### src/include/fsps_regs.svh
// command codes, field positions, reset values and timing for the sequencer
`ifndef FSPS_REGS_SVH
`define FSPS_REGS_SVH
`define FSPS_CSR_RST 8'h00
`define FSPS_EXT_RST 8'h00
`define FSPS_BIT_ARM 0
`define FSPS_BIT_ERASE 1
`define FSPS_BIT_PGWR 2
`define FSPS_BIT_LOCK 3
`define FSPS_BIT_REEN 4
`define FSPS_BIT_BUSY 6
`define FSPS_BIT_IEN 7
`define FSPS_CMD_MASK 8'h7f
`define FSPS_CMD_ERASE 8'h03
`define FSPS_CMD_LOAD 8'h01
`define FSPS_CMD_PGWR 8'h05
`define FSPS_CMD_LOCK 8'h09
`define FSPS_CMD_REEN 8'h11
`define FSPS_WINDOW 3'h4
`define FSPS_APP_RESET 24'h000000
`define FSPS_LOCK_MASK 8'h3f
`define FSPS_CLK_MHZ 125
`define FSPS_TMIN_US 3700
`define FSPS_TMAX_US 4500
`define FSPS_PROG_CYC ((`FSPS_TMIN_US + `FSPS_TMAX_US) / 2 * `FSPS_CLK_MHZ)
`define FSPS_PAGE_WORDS 128
`define FSPS_WORD_BITS 7
`endif

### src/include/fsps_pkg.sv
// types of the flash self-programming sequencer
package fsps_pkg;
  typedef enum logic [1:0] {
    FSPS_OP_NONE,
    FSPS_OP_ERASE,
    FSPS_OP_PGWR,
    FSPS_OP_LOCK
  } fsps_op_t;
  typedef struct packed {
    logic [7:0] ext;
    logic [7:0] high;
    logic [7:0] low;
  } fsps_ptr_t;
  typedef struct packed {
    logic [7:0] high;
    logic [7:0] low;
  } fsps_data_t;
endpackage

### src/logic/fsps_seq.sv
// flash self-programming sequencer: command decode, page buffer, timing
`timescale 1ns/1ps
`include "fsps_regs.svh"
// Operation
// RL1: reset vector is zero when boot fuse is one, boot address when zero.
// RL2: fuses are inputs only; the processor has no path to change them.
// RL3: flash address is extension, high and low pointer bytes together.
// RL4: address is latched at operation start; pointer may change afterward.
// RL5: program reads are byte addressed, pointer bit zero picks the byte.
// RL6: software erases a page before writing buffered data into it.
// RL7: software gives the same page address to erase and write.
// RL8: code x0000011 then store within four cycles erases the pointed page.
// RL9: erase in halting region halts cpu; other region keeps halting readable.
// RL10: code 00000001 then store loads data pair into word slot.
// RL11: buffer slots may be written in any order.
// RL12: buffer clears after page write, on re-enable write, and at reset.
// RL13: software writes each slot at most once between buffer clears.
// RL14: an eeprom write during loading keeps the loaded buffer words.
// RL15: code x0000101 then store writes the buffer into the pointed page.
// RL16: write in halting region halts cpu; other region stays readable; the code still sets busy and region_blocked during this write.
// RL17: enabled interrupt is asserted steadily while the arm bit is clear.
// RL18: readable region blocked and busy flag set during erase and write.
// RL19: writing the re-enable bit clears the busy flag after completion.
// RL20: code x0001001 then store programs lock bits that are zero in data.
// RL21: pointer is ignored for lock writes; software hints are optional.
// RL22: whole flash stays readable and cpu runs during lock programming.
// RL23: lock bits are only programmed here; only chip erase clears them.
// RL24: each erase, write or lock operation lasts between 3.7 and 4.5 ms.
// RL25: no programming starts while an eeprom write is in progress.
// RL26: no store within the window clears arm and command bits.
// RL27: operation completion clears the arm bit.
module fsps_seq #(
  parameter int PROG_CYC = `FSPS_PROG_CYC,
  parameter logic [23:0] BOOT_RESET = 24'h03e000,
  parameter logic [23:0] HALT_BASE = 24'h03e000
) (
  input wire logic clk,
  input wire logic nrst,
  input wire logic csr_we,
  input wire logic [7:0] csr_wdata,
  output logic [7:0] csr_rdata,
  input wire logic ext_we,
  input wire logic [7:0] ext_wdata,
  output logic [7:0] ext_rdata,
  input wire logic store_exec,
  input wire fsps_pkg::fsps_ptr_t ptr,
  input wire fsps_pkg::fsps_data_t data_in,
  input wire logic [15:0] pointer_word,
  output logic [23:0] prog_byte_addr,
  input wire logic boot_reset_select,
  output logic [23:0] reset_vector,
  input wire logic eeprom_busy,
  output logic cpu_halt,
  output logic region_blocked,
  output logic selfprog_irq,
  output logic [7:0] lock_bits,
  output logic flash_prog_we,
  output logic [23:0] flash_page_addr,
  output logic [15:0] flash_wdata,
  output logic [6:0] flash_word_idx
);
  // ==========================================================
  // reset release
  logic rst_s1_q, rst_s2_q;
  always_ff @(posedge clk or negedge nrst) begin
    if (!nrst) begin
      rst_s1_q <= 1'b0;
      rst_s2_q <= 1'b0;
    end else begin
      rst_s1_q <= 1'b1;
      rst_s2_q <= rst_s1_q;
    end
  end
  wire logic rst_n = rst_s2_q;

  // ==========================================================
  // control register and command window
  logic [7:0] cmd_q;
  logic ien_q, busy_q;
  logic [2:0] win_q;
  logic [31:0] cnt_q;
  fsps_pkg::fsps_op_t op_q;
  logic [23:0] addr_q;
  logic [7:0] ext_q;
  logic [7:0] code;
  logic armed, fire, op_done, reen_wr;
  assign code = csr_wdata & `FSPS_CMD_MASK;
  assign armed = cmd_q[`FSPS_BIT_ARM];
  assign fire = armed && store_exec && op_q == fsps_pkg::FSPS_OP_NONE;
  assign op_done = op_q != fsps_pkg::FSPS_OP_NONE && cnt_q == 32'h1;
  // busy flag drop is only honoured once no operation runs
  assign reen_wr = csr_we && code == `FSPS_CMD_REEN && !eeprom_busy &&
                   op_q == fsps_pkg::FSPS_OP_NONE;

  always_ff @(posedge clk or negedge rst_n) begin
    if (!rst_n) begin
      cmd_q <= `FSPS_CSR_RST;
      win_q <= 3'h0;
    end else if (csr_we && !eeprom_busy &&
                 op_q == fsps_pkg::FSPS_OP_NONE) begin // RL25
      cmd_q <= code;
      win_q <= `FSPS_WINDOW;
    end else if (fire) begin
      win_q <= 3'h0;
      // codes that start no timed operation end with their store
      if (cmd_q != `FSPS_CMD_ERASE && cmd_q != `FSPS_CMD_PGWR &&
          cmd_q != `FSPS_CMD_LOCK)
        cmd_q <= 8'h00;
    end else if (op_done) begin
      cmd_q <= 8'h00; // RL27
    end else if (win_q == 3'h1 && op_q == fsps_pkg::FSPS_OP_NONE) begin
      cmd_q <= 8'h00; // RL26
      win_q <= 3'h0;
    end else if (win_q != 3'h0) begin
      win_q <= win_q - 3'h1;
    end
  end

  always_ff @(posedge clk or negedge rst_n) begin
    if (!rst_n)
      ien_q <= 1'b0;
    else if (csr_we && !eeprom_busy && op_q == fsps_pkg::FSPS_OP_NONE)
      ien_q <= csr_wdata[`FSPS_BIT_IEN];
  end

  always_ff @(posedge clk or negedge rst_n) begin
    if (!rst_n)
      ext_q <= `FSPS_EXT_RST;
    else if (ext_we)
      ext_q <= ext_wdata;
  end
  assign ext_rdata = ext_q;

  // ==========================================================
  // operation timer
  logic start_er, start_wr, start_lk;
  assign start_er = fire && cmd_q == `FSPS_CMD_ERASE; // RL8
  assign start_wr = fire && cmd_q == `FSPS_CMD_PGWR; // RL15
  assign start_lk = fire && cmd_q == `FSPS_CMD_LOCK; // RL20

  always_ff @(posedge clk or negedge rst_n) begin
    if (!rst_n) begin
      op_q <= fsps_pkg::FSPS_OP_NONE;
      cnt_q <= 32'h0;
    end else if (start_er || start_wr || start_lk) begin
      op_q <= start_er ? fsps_pkg::FSPS_OP_ERASE :
              start_wr ? fsps_pkg::FSPS_OP_PGWR : fsps_pkg::FSPS_OP_LOCK;
      cnt_q <= 32'(PROG_CYC); // RL24
    end else if (op_done) begin
      op_q <= fsps_pkg::FSPS_OP_NONE;
      cnt_q <= 32'h0;
    end else if (cnt_q != 32'h0) begin
      cnt_q <= cnt_q - 32'h1;
    end
  end

  // word bits dropped: only the page index addresses erase and write
  always_ff @(posedge clk or negedge rst_n) begin
    if (!rst_n)
      addr_q <= 24'h0;
    else if (start_er || start_wr)
      addr_q <= {ext_q, ptr.high, ptr.low} &
                ~24'(2 * `FSPS_PAGE_WORDS - 1); // RL3 RL4
  end
  assign flash_page_addr = addr_q;

  // ==========================================================
  // busy flag and region blocking
  always_ff @(posedge clk or negedge rst_n) begin
    if (!rst_n)
      busy_q <= 1'b0;
    else if (start_er || start_wr)
      busy_q <= 1'b1; // RL18
    else if (reen_wr)
      busy_q <= 1'b0; // RL19
  end
  logic prog_run, in_halt;
  assign prog_run = op_q == fsps_pkg::FSPS_OP_ERASE ||
                    op_q == fsps_pkg::FSPS_OP_PGWR;
  assign in_halt = addr_q >= HALT_BASE;
  assign region_blocked = busy_q;
  // lock operations never halt the cpu
  assign cpu_halt = prog_run && in_halt; // RL9 RL16 RL22
  assign selfprog_irq = ien_q && !armed; // RL17

  always_comb begin
    csr_rdata = cmd_q & 8'h1f;
    csr_rdata[`FSPS_BIT_BUSY] = busy_q;
    csr_rdata[`FSPS_BIT_IEN] = ien_q;
  end

  // ==========================================================
  // temporary page buffer
  logic [15:0] buf_q [`FSPS_PAGE_WORDS];
  logic [`FSPS_PAGE_WORDS-1:0] bvalid_q;
  logic [6:0] slot;
  logic load_fire, buf_clr;
  assign slot = ptr.low[7:1] & 7'(`FSPS_PAGE_WORDS - 1);
  assign load_fire = fire && cmd_q == `FSPS_CMD_LOAD; // RL10
  assign buf_clr = op_done && op_q == fsps_pkg::FSPS_OP_PGWR ||
                   reen_wr; // RL12

  // eeprom activity never touches the buffer
  genvar gi;
  generate
    for (gi = 0; gi < `FSPS_PAGE_WORDS; gi++) begin : g_slot
      always_ff @(posedge clk or negedge rst_n) begin
        if (!rst_n)
          bvalid_q[gi] <= 1'b0; // RL12 RL14
        else if (load_fire && slot == 7'(gi))
          bvalid_q[gi] <= 1'b1; // RL11
        else if (buf_clr)
          bvalid_q[gi] <= 1'b0;
      end
      always_ff @(posedge clk) begin
        if (load_fire && slot == 7'(gi))
          buf_q[gi] <= data_in; // RL11
      end
    end
  endgenerate

  // ==========================================================
  // array write port: streams buffer at end of page write
  logic [6:0] wr_idx_q;
  logic wr_act;
  assign wr_act = op_q == fsps_pkg::FSPS_OP_PGWR &&
                  cnt_q <= 32'(`FSPS_PAGE_WORDS) && cnt_q != 32'h0;
  always_ff @(posedge clk or negedge rst_n) begin
    if (!rst_n)
      wr_idx_q <= 7'h0;
    else if (start_wr)
      wr_idx_q <= 7'h0;
    else if (wr_act)
      wr_idx_q <= wr_idx_q + 7'h1;
  end
  always_ff @(posedge clk or negedge rst_n) begin
    if (!rst_n) begin
      flash_prog_we <= 1'b0;
      flash_wdata <= 16'h0;
      flash_word_idx <= 7'h0;
    end else begin
      flash_prog_we <= wr_act;
      flash_wdata <= bvalid_q[wr_idx_q] ? buf_q[wr_idx_q] : 16'hffff;
      flash_word_idx <= wr_idx_q;
    end
  end

  // ==========================================================
  // lock bits: program only, chip erase lives outside
  always_ff @(posedge clk or negedge rst_n) begin
    if (!rst_n)
      lock_bits <= 8'hff;
    else if (start_lk)
      lock_bits <= lock_bits & (data_in.low | ~`FSPS_LOCK_MASK); // RL20 RL23
  end

  // ==========================================================
  // address paths
  assign prog_byte_addr = {ext_q, pointer_word}; // RL5
  // fuse is only read here; nothing in this block can write it
  assign reset_vector = boot_reset_select ? `FSPS_APP_RESET
                                          : BOOT_RESET; // RL1 RL2
endmodule

### config.mk
export PLATFORM = sky130hd
export DESIGN_NAME = fsps_seq
export DESIGN_NICKNAME = d
export VERILOG_FILES = /design/src/include/fsps_pkg.sv /design/src/logic/fsps_seq.sv
export VERILOG_INCLUDE_DIRS = /design/src /design/src/include
export SDC_FILE = /design/constraint.sdc
export NUM_CORES = 2
export LEC_CHECK = 0
export BUFFER_PORTS_ARGS = -buffer_cell sky130_fd_sc_hd__buf_2
export CAP_MARGIN = 15
export CORE_ASPECT_RATIO = 0.8
export CORE_MARGIN = 1
export CORE_UTILIZATION = 55
export CTS_BUF_LIST = sky130_fd_sc_hd__clkbuf_16
export CTS_CLUSTER_DIAMETER = 150
export DETAILED_ROUTE_END_ITERATION = 10
export PLACE_DENSITY = 0.74
export SYNTH_ARGS = -nofsm -noshare
export SYNTH_HDL_FRONTEND = slang
export SYNTH_SLANG_ARGS = --single-unit
### constraint.sdc
create_clock -name clk -period 10.85 [get_ports clk]
set_clock_uncertainty 0.2 [all_clocks]
set_input_delay 0 -clock clk [delete_from_list [all_inputs] [get_ports clk]]
set_output_delay 0 -clock clk [all_outputs]
set_load 0.02 [all_outputs]
; Word level (Yosys, flattened, before mapping)
; Memory sizes are Yosys's and may differ from the RTL's.
; Index checks and enable logic that the tools add are counted.
[totals]
reg_bits = 240
ramBits = 2048
output_inout_bits = 123
n_memories = 1
[mem_list]
columns = memory, depth, word_bits, rd, rd_clocked_by_memory_dff, write_ports, line
row1 = buf_q, 128, 16, 1, 0, 1, fsps_seq.sv:194  ; logic [15:0] buf_q [`FSPS_PAGE_WORDS];
[op_classes]
add_sub_neg = 3
order_cmp = 3
eq_ne = 141
n_mux = 791
bitwise = 1
n_reduce_logical = 422
[op_table]
columns = cell, count
row1 = 16-bit two-way mux, 128
row2 = 16-bit OR reduction, 127
row3 = 7-bit two-way mux, 129
row4 = 1-bit two-way mux, 516
row5 = "7-bit equality test, second input constant", 64
row6 = 2-bit nonzero test, 132
row7 = "7-bit by 6-bit equality test with 1-bit output, second input constant", 32
row8 = 1-bit logical AND, 148
row9 = "7-bit by 5-bit equality test with 1-bit output, second input constant", 17
row10 = 32-bit two-way mux, 3
row11 = "7-bit by 4-bit equality test with 1-bit output, second input constant", 8
row12 = 8-bit two-way mux, 5
row13 = "32-bit by 1-bit equality test with 1-bit output, second input constant", 1
row14 = "32-bit by 8-bit <= comparator with 1-bit output, second input constant", 1
row15 = 32-bit nonzero test, 1
row16 = "32-bit by 1-bit subtractor with 32-bit output, second input constant", 1
row17 = "7-bit by 3-bit equality test with 1-bit output, second input constant", 4
row18 = "24-bit by 18-bit greater-or-equal comparator with 1-bit output, second input constant", 1
row19 = 18-bit two-way mux, 1
row20 = 3-bit two-way mux, 5
row21 = "7-bit by 2-bit equality test with 1-bit output, second input constant", 2
row22 = 8-bit AND, 1
row23 = "8-bit by 1-bit equality test with 1-bit output, second input constant", 1
row24 = "8-bit by 2-bit equality test with 1-bit output, second input constant", 1
row25 = other kinds (23), 32

; Logic depth before layout (Yosys ltp)
[depth]
word_depth = 134
mapped_depth = 11
mapped_depth_nobuf = 8

; Worst setup path before layout
; OpenSTA, ideal clock, no wires.
[synth_timing]
kind = reg2reg
from = register op_q[0]
to = memory buf_q[94][0] (enable)
setup_time_ps = 390
arrival_time_ps = 2728
t_required_ps = 10260
setup_slack_ps = 7532
stages_incl_launch_ff = 8
path_buffers = 0
period_less_slack_ps = 3318
path_cell_list = dfrtp_1 > inv_1 > ha_1 > nand3_1 > or4b_1 > nor3b_1 > nand3_1 > nor2_1
[synth_between]
elab_chain_cells = 134
word_cells_on_any_way = 768
[synth_lines]
columns = element, line
row1 = start: declaration, fsps_seq.sv:82  ; fsps_pkg::fsps_op_t op_q;
row2 = start signal: assignment, fsps_seq.sv:143  ; op_q <= fsps_pkg::FSPS_OP_NONE;
row3 = start signal: assignment, fsps_seq.sv:146  ; op_q <= start_er ? fsps_pkg::FSPS_OP_ERASE :
row4 = start signal: assignment, fsps_seq.sv:150  ; op_q <= fsps_pkg::FSPS_OP_NONE;
row5 = 2-bit zero test (*), fsps_seq.sv:89  ; assign fire = armed && store_exec && op_q == fsps_pkg::FSPS_OP_NONE;
row6 = 1-bit logical AND (*), fsps_seq.sv:89
row7 = 1-bit logical AND (no line) (*), -
row8 = 1-bit logical AND, fsps_seq.sv:216  ; if (load_fire && slot == 7'(gi))
row9 = 1-bit two-way mux, fsps_seq.sv:216
row10 = 1-bit two-way mux (not written as such), fsps_seq.sv:217  ; buf_q[gi] <= data_in;
row11 = 16-bit OR reduction (no line), -
row12 = 7-bit two-way mux (no line) / 1-bit two-way mux (equally long branches) (127 in a row), -
row13 = end: declaration, fsps_seq.sv:194
; Every way passes the cells marked *; elsewhere a longest branch is shown, timed or not.

; Final worst setup path
[layout_timing]
from = register wr_idx_q[0]
to = register flash_wdata[3]
[layout_between]
elab_chain_cells = 3
word_cells_on_any_way = 4
[layout_lines]
columns = element, line
row1 = start: declaration, fsps_seq.sv:224  ; logic [6:0] wr_idx_q;
row2 = start signal: assignment, fsps_seq.sv:234  ; wr_idx_q <= wr_idx_q + 7'h1;
row3 = 1-bit binary-select mux with 7-bit select, fsps_seq.sv:243  ; flash_wdata <= bvalid_q[wr_idx_q] ? buf_q[wr_idx_q] : 16'hffff;
row4 = 1-bit two-way mux (not written as such), fsps_seq.sv:243
row5 = 16-bit two-way mux (*), fsps_seq.sv:243
row6 = end signal: assignment, fsps_seq.sv:243
row7 = end: declaration, fsps_seq.sv:59  ; output logic [15:0] flash_wdata,
; Every way passes the cells marked *; elsewhere a longest branch is shown, timed or not. The select of a mux whose other input is x is not followed.
; A chain may end at the register's enable or synchronous reset.

==> impl_metrics.csv <==
group,metric,value,unit
die,ios,202,
placed_design,place_hpwl,128000,um
drt,drc,20,
layout,final_cells,6998,
logic_synthesis,synth_top_area_share,69.2,%
placed_design,io_buffers,130,
layout,multi_input_area,20000,um2
die,dieWidth,451,um
power_and_ir_drop,peakVddDrop,212,uV
drt,drt-total-wl,223000,um
clocking,cts.sinks,2285,
sta,hold_viol,0,
logic_synthesis,synth_top_area_cell,"edfxtp_1",
global_routing,antenna_found_initial,7,
logic_synthesis,synthTopCellsByCount,"edfxtp_1, mux4_2, dfrtp_1",
logic_synthesis,synth_area,88800,um2
die,core_area,160000,um2
global_routing,grt_max_degree,149,
logic_synthesis,ys_ff_latch,2285,
sta,max_slew_margin,12.6,%
min_path,hold_path.class,"in -> reg",
sta,setup_viol,0,
logic_synthesis,synthArstFlopShare,10.4,%
global_routing,grt_overflow,0,
clocking,max-clock-path-buffers,3,
die,num_rows,131,
sta,tightest_slew,1.31,ns
global_routing,grt_pass1_vias,45331,
logic_synthesis,yosys_warnings,0,
outcome,violations,"DRC",
setup_path,crit_top_cell,"buf_4",
sta,holdWs,0.0614,ns
drt,viasPerCell,6.52,
setup_path,cp-end-kind,"flip-flop",
setup_path,cp_cell_sequence,"buf_4 -> buf_4 -> mux4_2 -> a221oi_1 -> o21ai_0 -> a311oi_1 -> a31oi_1 -> buf_4 -> o21ai_0",
layout,seqCellArea,67500,um2
logic_synthesis,netlist_top_cells_area,"edfxtp_1, mux4_2, dfrtp_1, mux2i_1, a21o_1",
logic_synthesis,synth_area_per_cell,20.7,um2
placed_design,routabilityCongestion,0.919,
sta,max_freq,0.197,GHz
layout,nets,4768,
setup_path,worstPathArrival,5.63,ns
clocking,cts-root-buf,"clkbuf_16",
clocking,cts_hold_buf,138,
outcome,outcome,"finished, violations left",
sta,fin_crit,5.08,ns
clocking,cts.htree.levels,4,
clocking,path_clk_slew,0.06,ns
power_and_ir_drop,p_leak,34.6,nW
drt,postRouteAntennaNets,0,
setup_path,critPathTopFamily,"buffers and inverters",
logic_synthesis,synth_edf_count,2048,
setup_path,start_kind,"flip-flop",
logic_synthesis,synth_cells,4292,
setup_path,crit_buf_inv,3,
layout,fillers,10416,
sta,rsz0062_at_grt,"no",
setup_path,required,11.40,ns
drt,drt_iter0_drc,6604,
setup_path,cp_max_fo,50,
setup_path,slowest_stage,"dfrtp_4",
setup_path,path_class,"reg -> reg",
sta,setup_tns,0,ns
clocking,cts_tree,"yes",
logic_synthesis,ys_seq_area_share,75.9,%
logic_synthesis,synthFlopType,"edfxtp_1",
setup_path,cpPeakStageDelay,0.90,ns
drt,vias,45622,
sta,slew_violations,0,
clocking,worstSkewPairLatency,0.86,ns
logic_synthesis,post-synth-top-count-cell,"edfxtp_1",
die,die_y,361,um
global_routing,grt_pass1_wl,322000,um
clocking,cts_setup_buffers,0,
power_and_ir_drop,power.density,223,nW/um2
layout,drive_above_1_share,25.6,%
sta,period_share,46.8,%
drt,routedWlPerCell,31.8,um
logic_synthesis,yosysUniqueCellTypes,69,
die,die_area,163000,um2
clocking,post_cts_resized,0,
die,floorplan.initialDensity,55.6,%
drt,drtPass1Iterations,8,
placed_design,placedCellCount,6450,
global_routing,grt_usage,27.6,%
run,cap_violations,0,
layout,syn_to_final_growth,12.9,%
clocking,tritoncts.num_buffers,207,
[registers in the layout (all words and copies together), names as in the netlist, 2 cells and up]
name / flops
ext_rdata: 8
bvalid_q: 128
flash_word_idx: 7
flash_wdata: 16
flash_page_addr: 16
buf_q: 2048
cmd_q: 7
wr_idx_q: 7
cnt_q: 32
op_q: 2
win_q: 3
lock_bits: 6
[cell usage in the layout (no fill, tap or decap), types with 13 or more instances in the layout]
cell,Yosys,layout
a22oi_1,60,60
a221oi_1,13,13
a32oi_1,24,24
nor2_2,0,56
buf_2,68,115
o21ai_0,36,36
buf_4,83,186
a21o_1,129,129
o211ai_1,34,34
a21oi_1,27,26
mux4_2,527,527
mux2_2,25,25
conb_1,2,31
inv_1,10,67
mux2i_1,145,145
a311oi_1,30,21
nand2_1,175,174
clkinv_2,0,27
o22ai_1,52,52
nand3_1,28,28
edfxtp_1,2048,2048
nor3_1,16,16
dfrtp_1,231,226
xor2_1,21,21
dlygate4sd3_1,0,135
xnor2_1,14,14
a211oi_1,29,29
nor2_1,177,120
clkbuf_16,0,211
clkinv_1,0,64
[where the power goes]
part,internal [mW],switching (mW)
sequential,9.72,0.244
clock,3.81,3.20
combinational,2.17,3.19
total,15.7,6.63
[metrics by stage]
stage	total power, mW	instance area [um2]	util (%)	setup slack (ns)
floorplan	13.5	88900	-	3.57
global placement	15.3	92200	57.7	5.78
detailed placement	15.3	92200	57.7	5.74
CTS	22.3	100000	62.6	5.72
global route	23.0	100000	62.8	5.36
finish	22.3	100000	62.8	5.77
[cells by family (layout without fill, tap and decap cells)]
kind of cell / after synthesis / in the layout / synth area share [%]
xor+xnor: 35 / 35 / 0.345
buf+inv: 315 / 856 / 1.96
flops: 2285 / 2285 / 75.9
simple gates: 485 / 485 / 2.51
other cells: 2 / 39 / 0.00845
mux: 698 / 698 / 15.3
compound gates: 464 / 464 / 3.82
fa+ha+maj: 8 / 8 / 0.113
[metal layers]
metal	vias to the layer above	global-route usage, %	share of wire, %	wire [um]
met5	-	0	0.011	24
met4	2	9.46	3.4	7620
met3	434	6.59	12	26500
met2	2838	41.1	46	102000
met1	23955	40.5	39	86200
li1	18393	-	-	-
[area by class of cell]
class | count | area share [%]
Timing Repair Buffer | 455 | 3.68
Antenna cell | 8 | 0.0200
Inverter | 11 | 0.0486
Multi-Input combinational cell | 1721 | 19.9
Tap cell | 2128 | 2.65
Clock buffer | 211 | 5.26
Sequential cell | 2285 | 67.2
Clock inverter | 179 | 1.17
[path summary, 6_finish.rpt]
kind	startpoint	to	slack (ns)	cells after the start
worst max-delay path	wr_idx_q[0]	flash_wdata[3]	5.77	9
worst min-delay path	data_in[4]	buf_q[126][4]	0.06	2
worst max register to register	wr_idx_q[0]	flash_wdata[3]	5.77	9
worst min register to register	rst_s1_q	rst_n	0.12	0
max in group asynchronous	rst_n	wr_idx_q[0]	7.73	2
min in group asynchronous	rst_n	flash_page_addr[14]	0.20	0
Note: power is estimated with default switching activity, not from simulation.
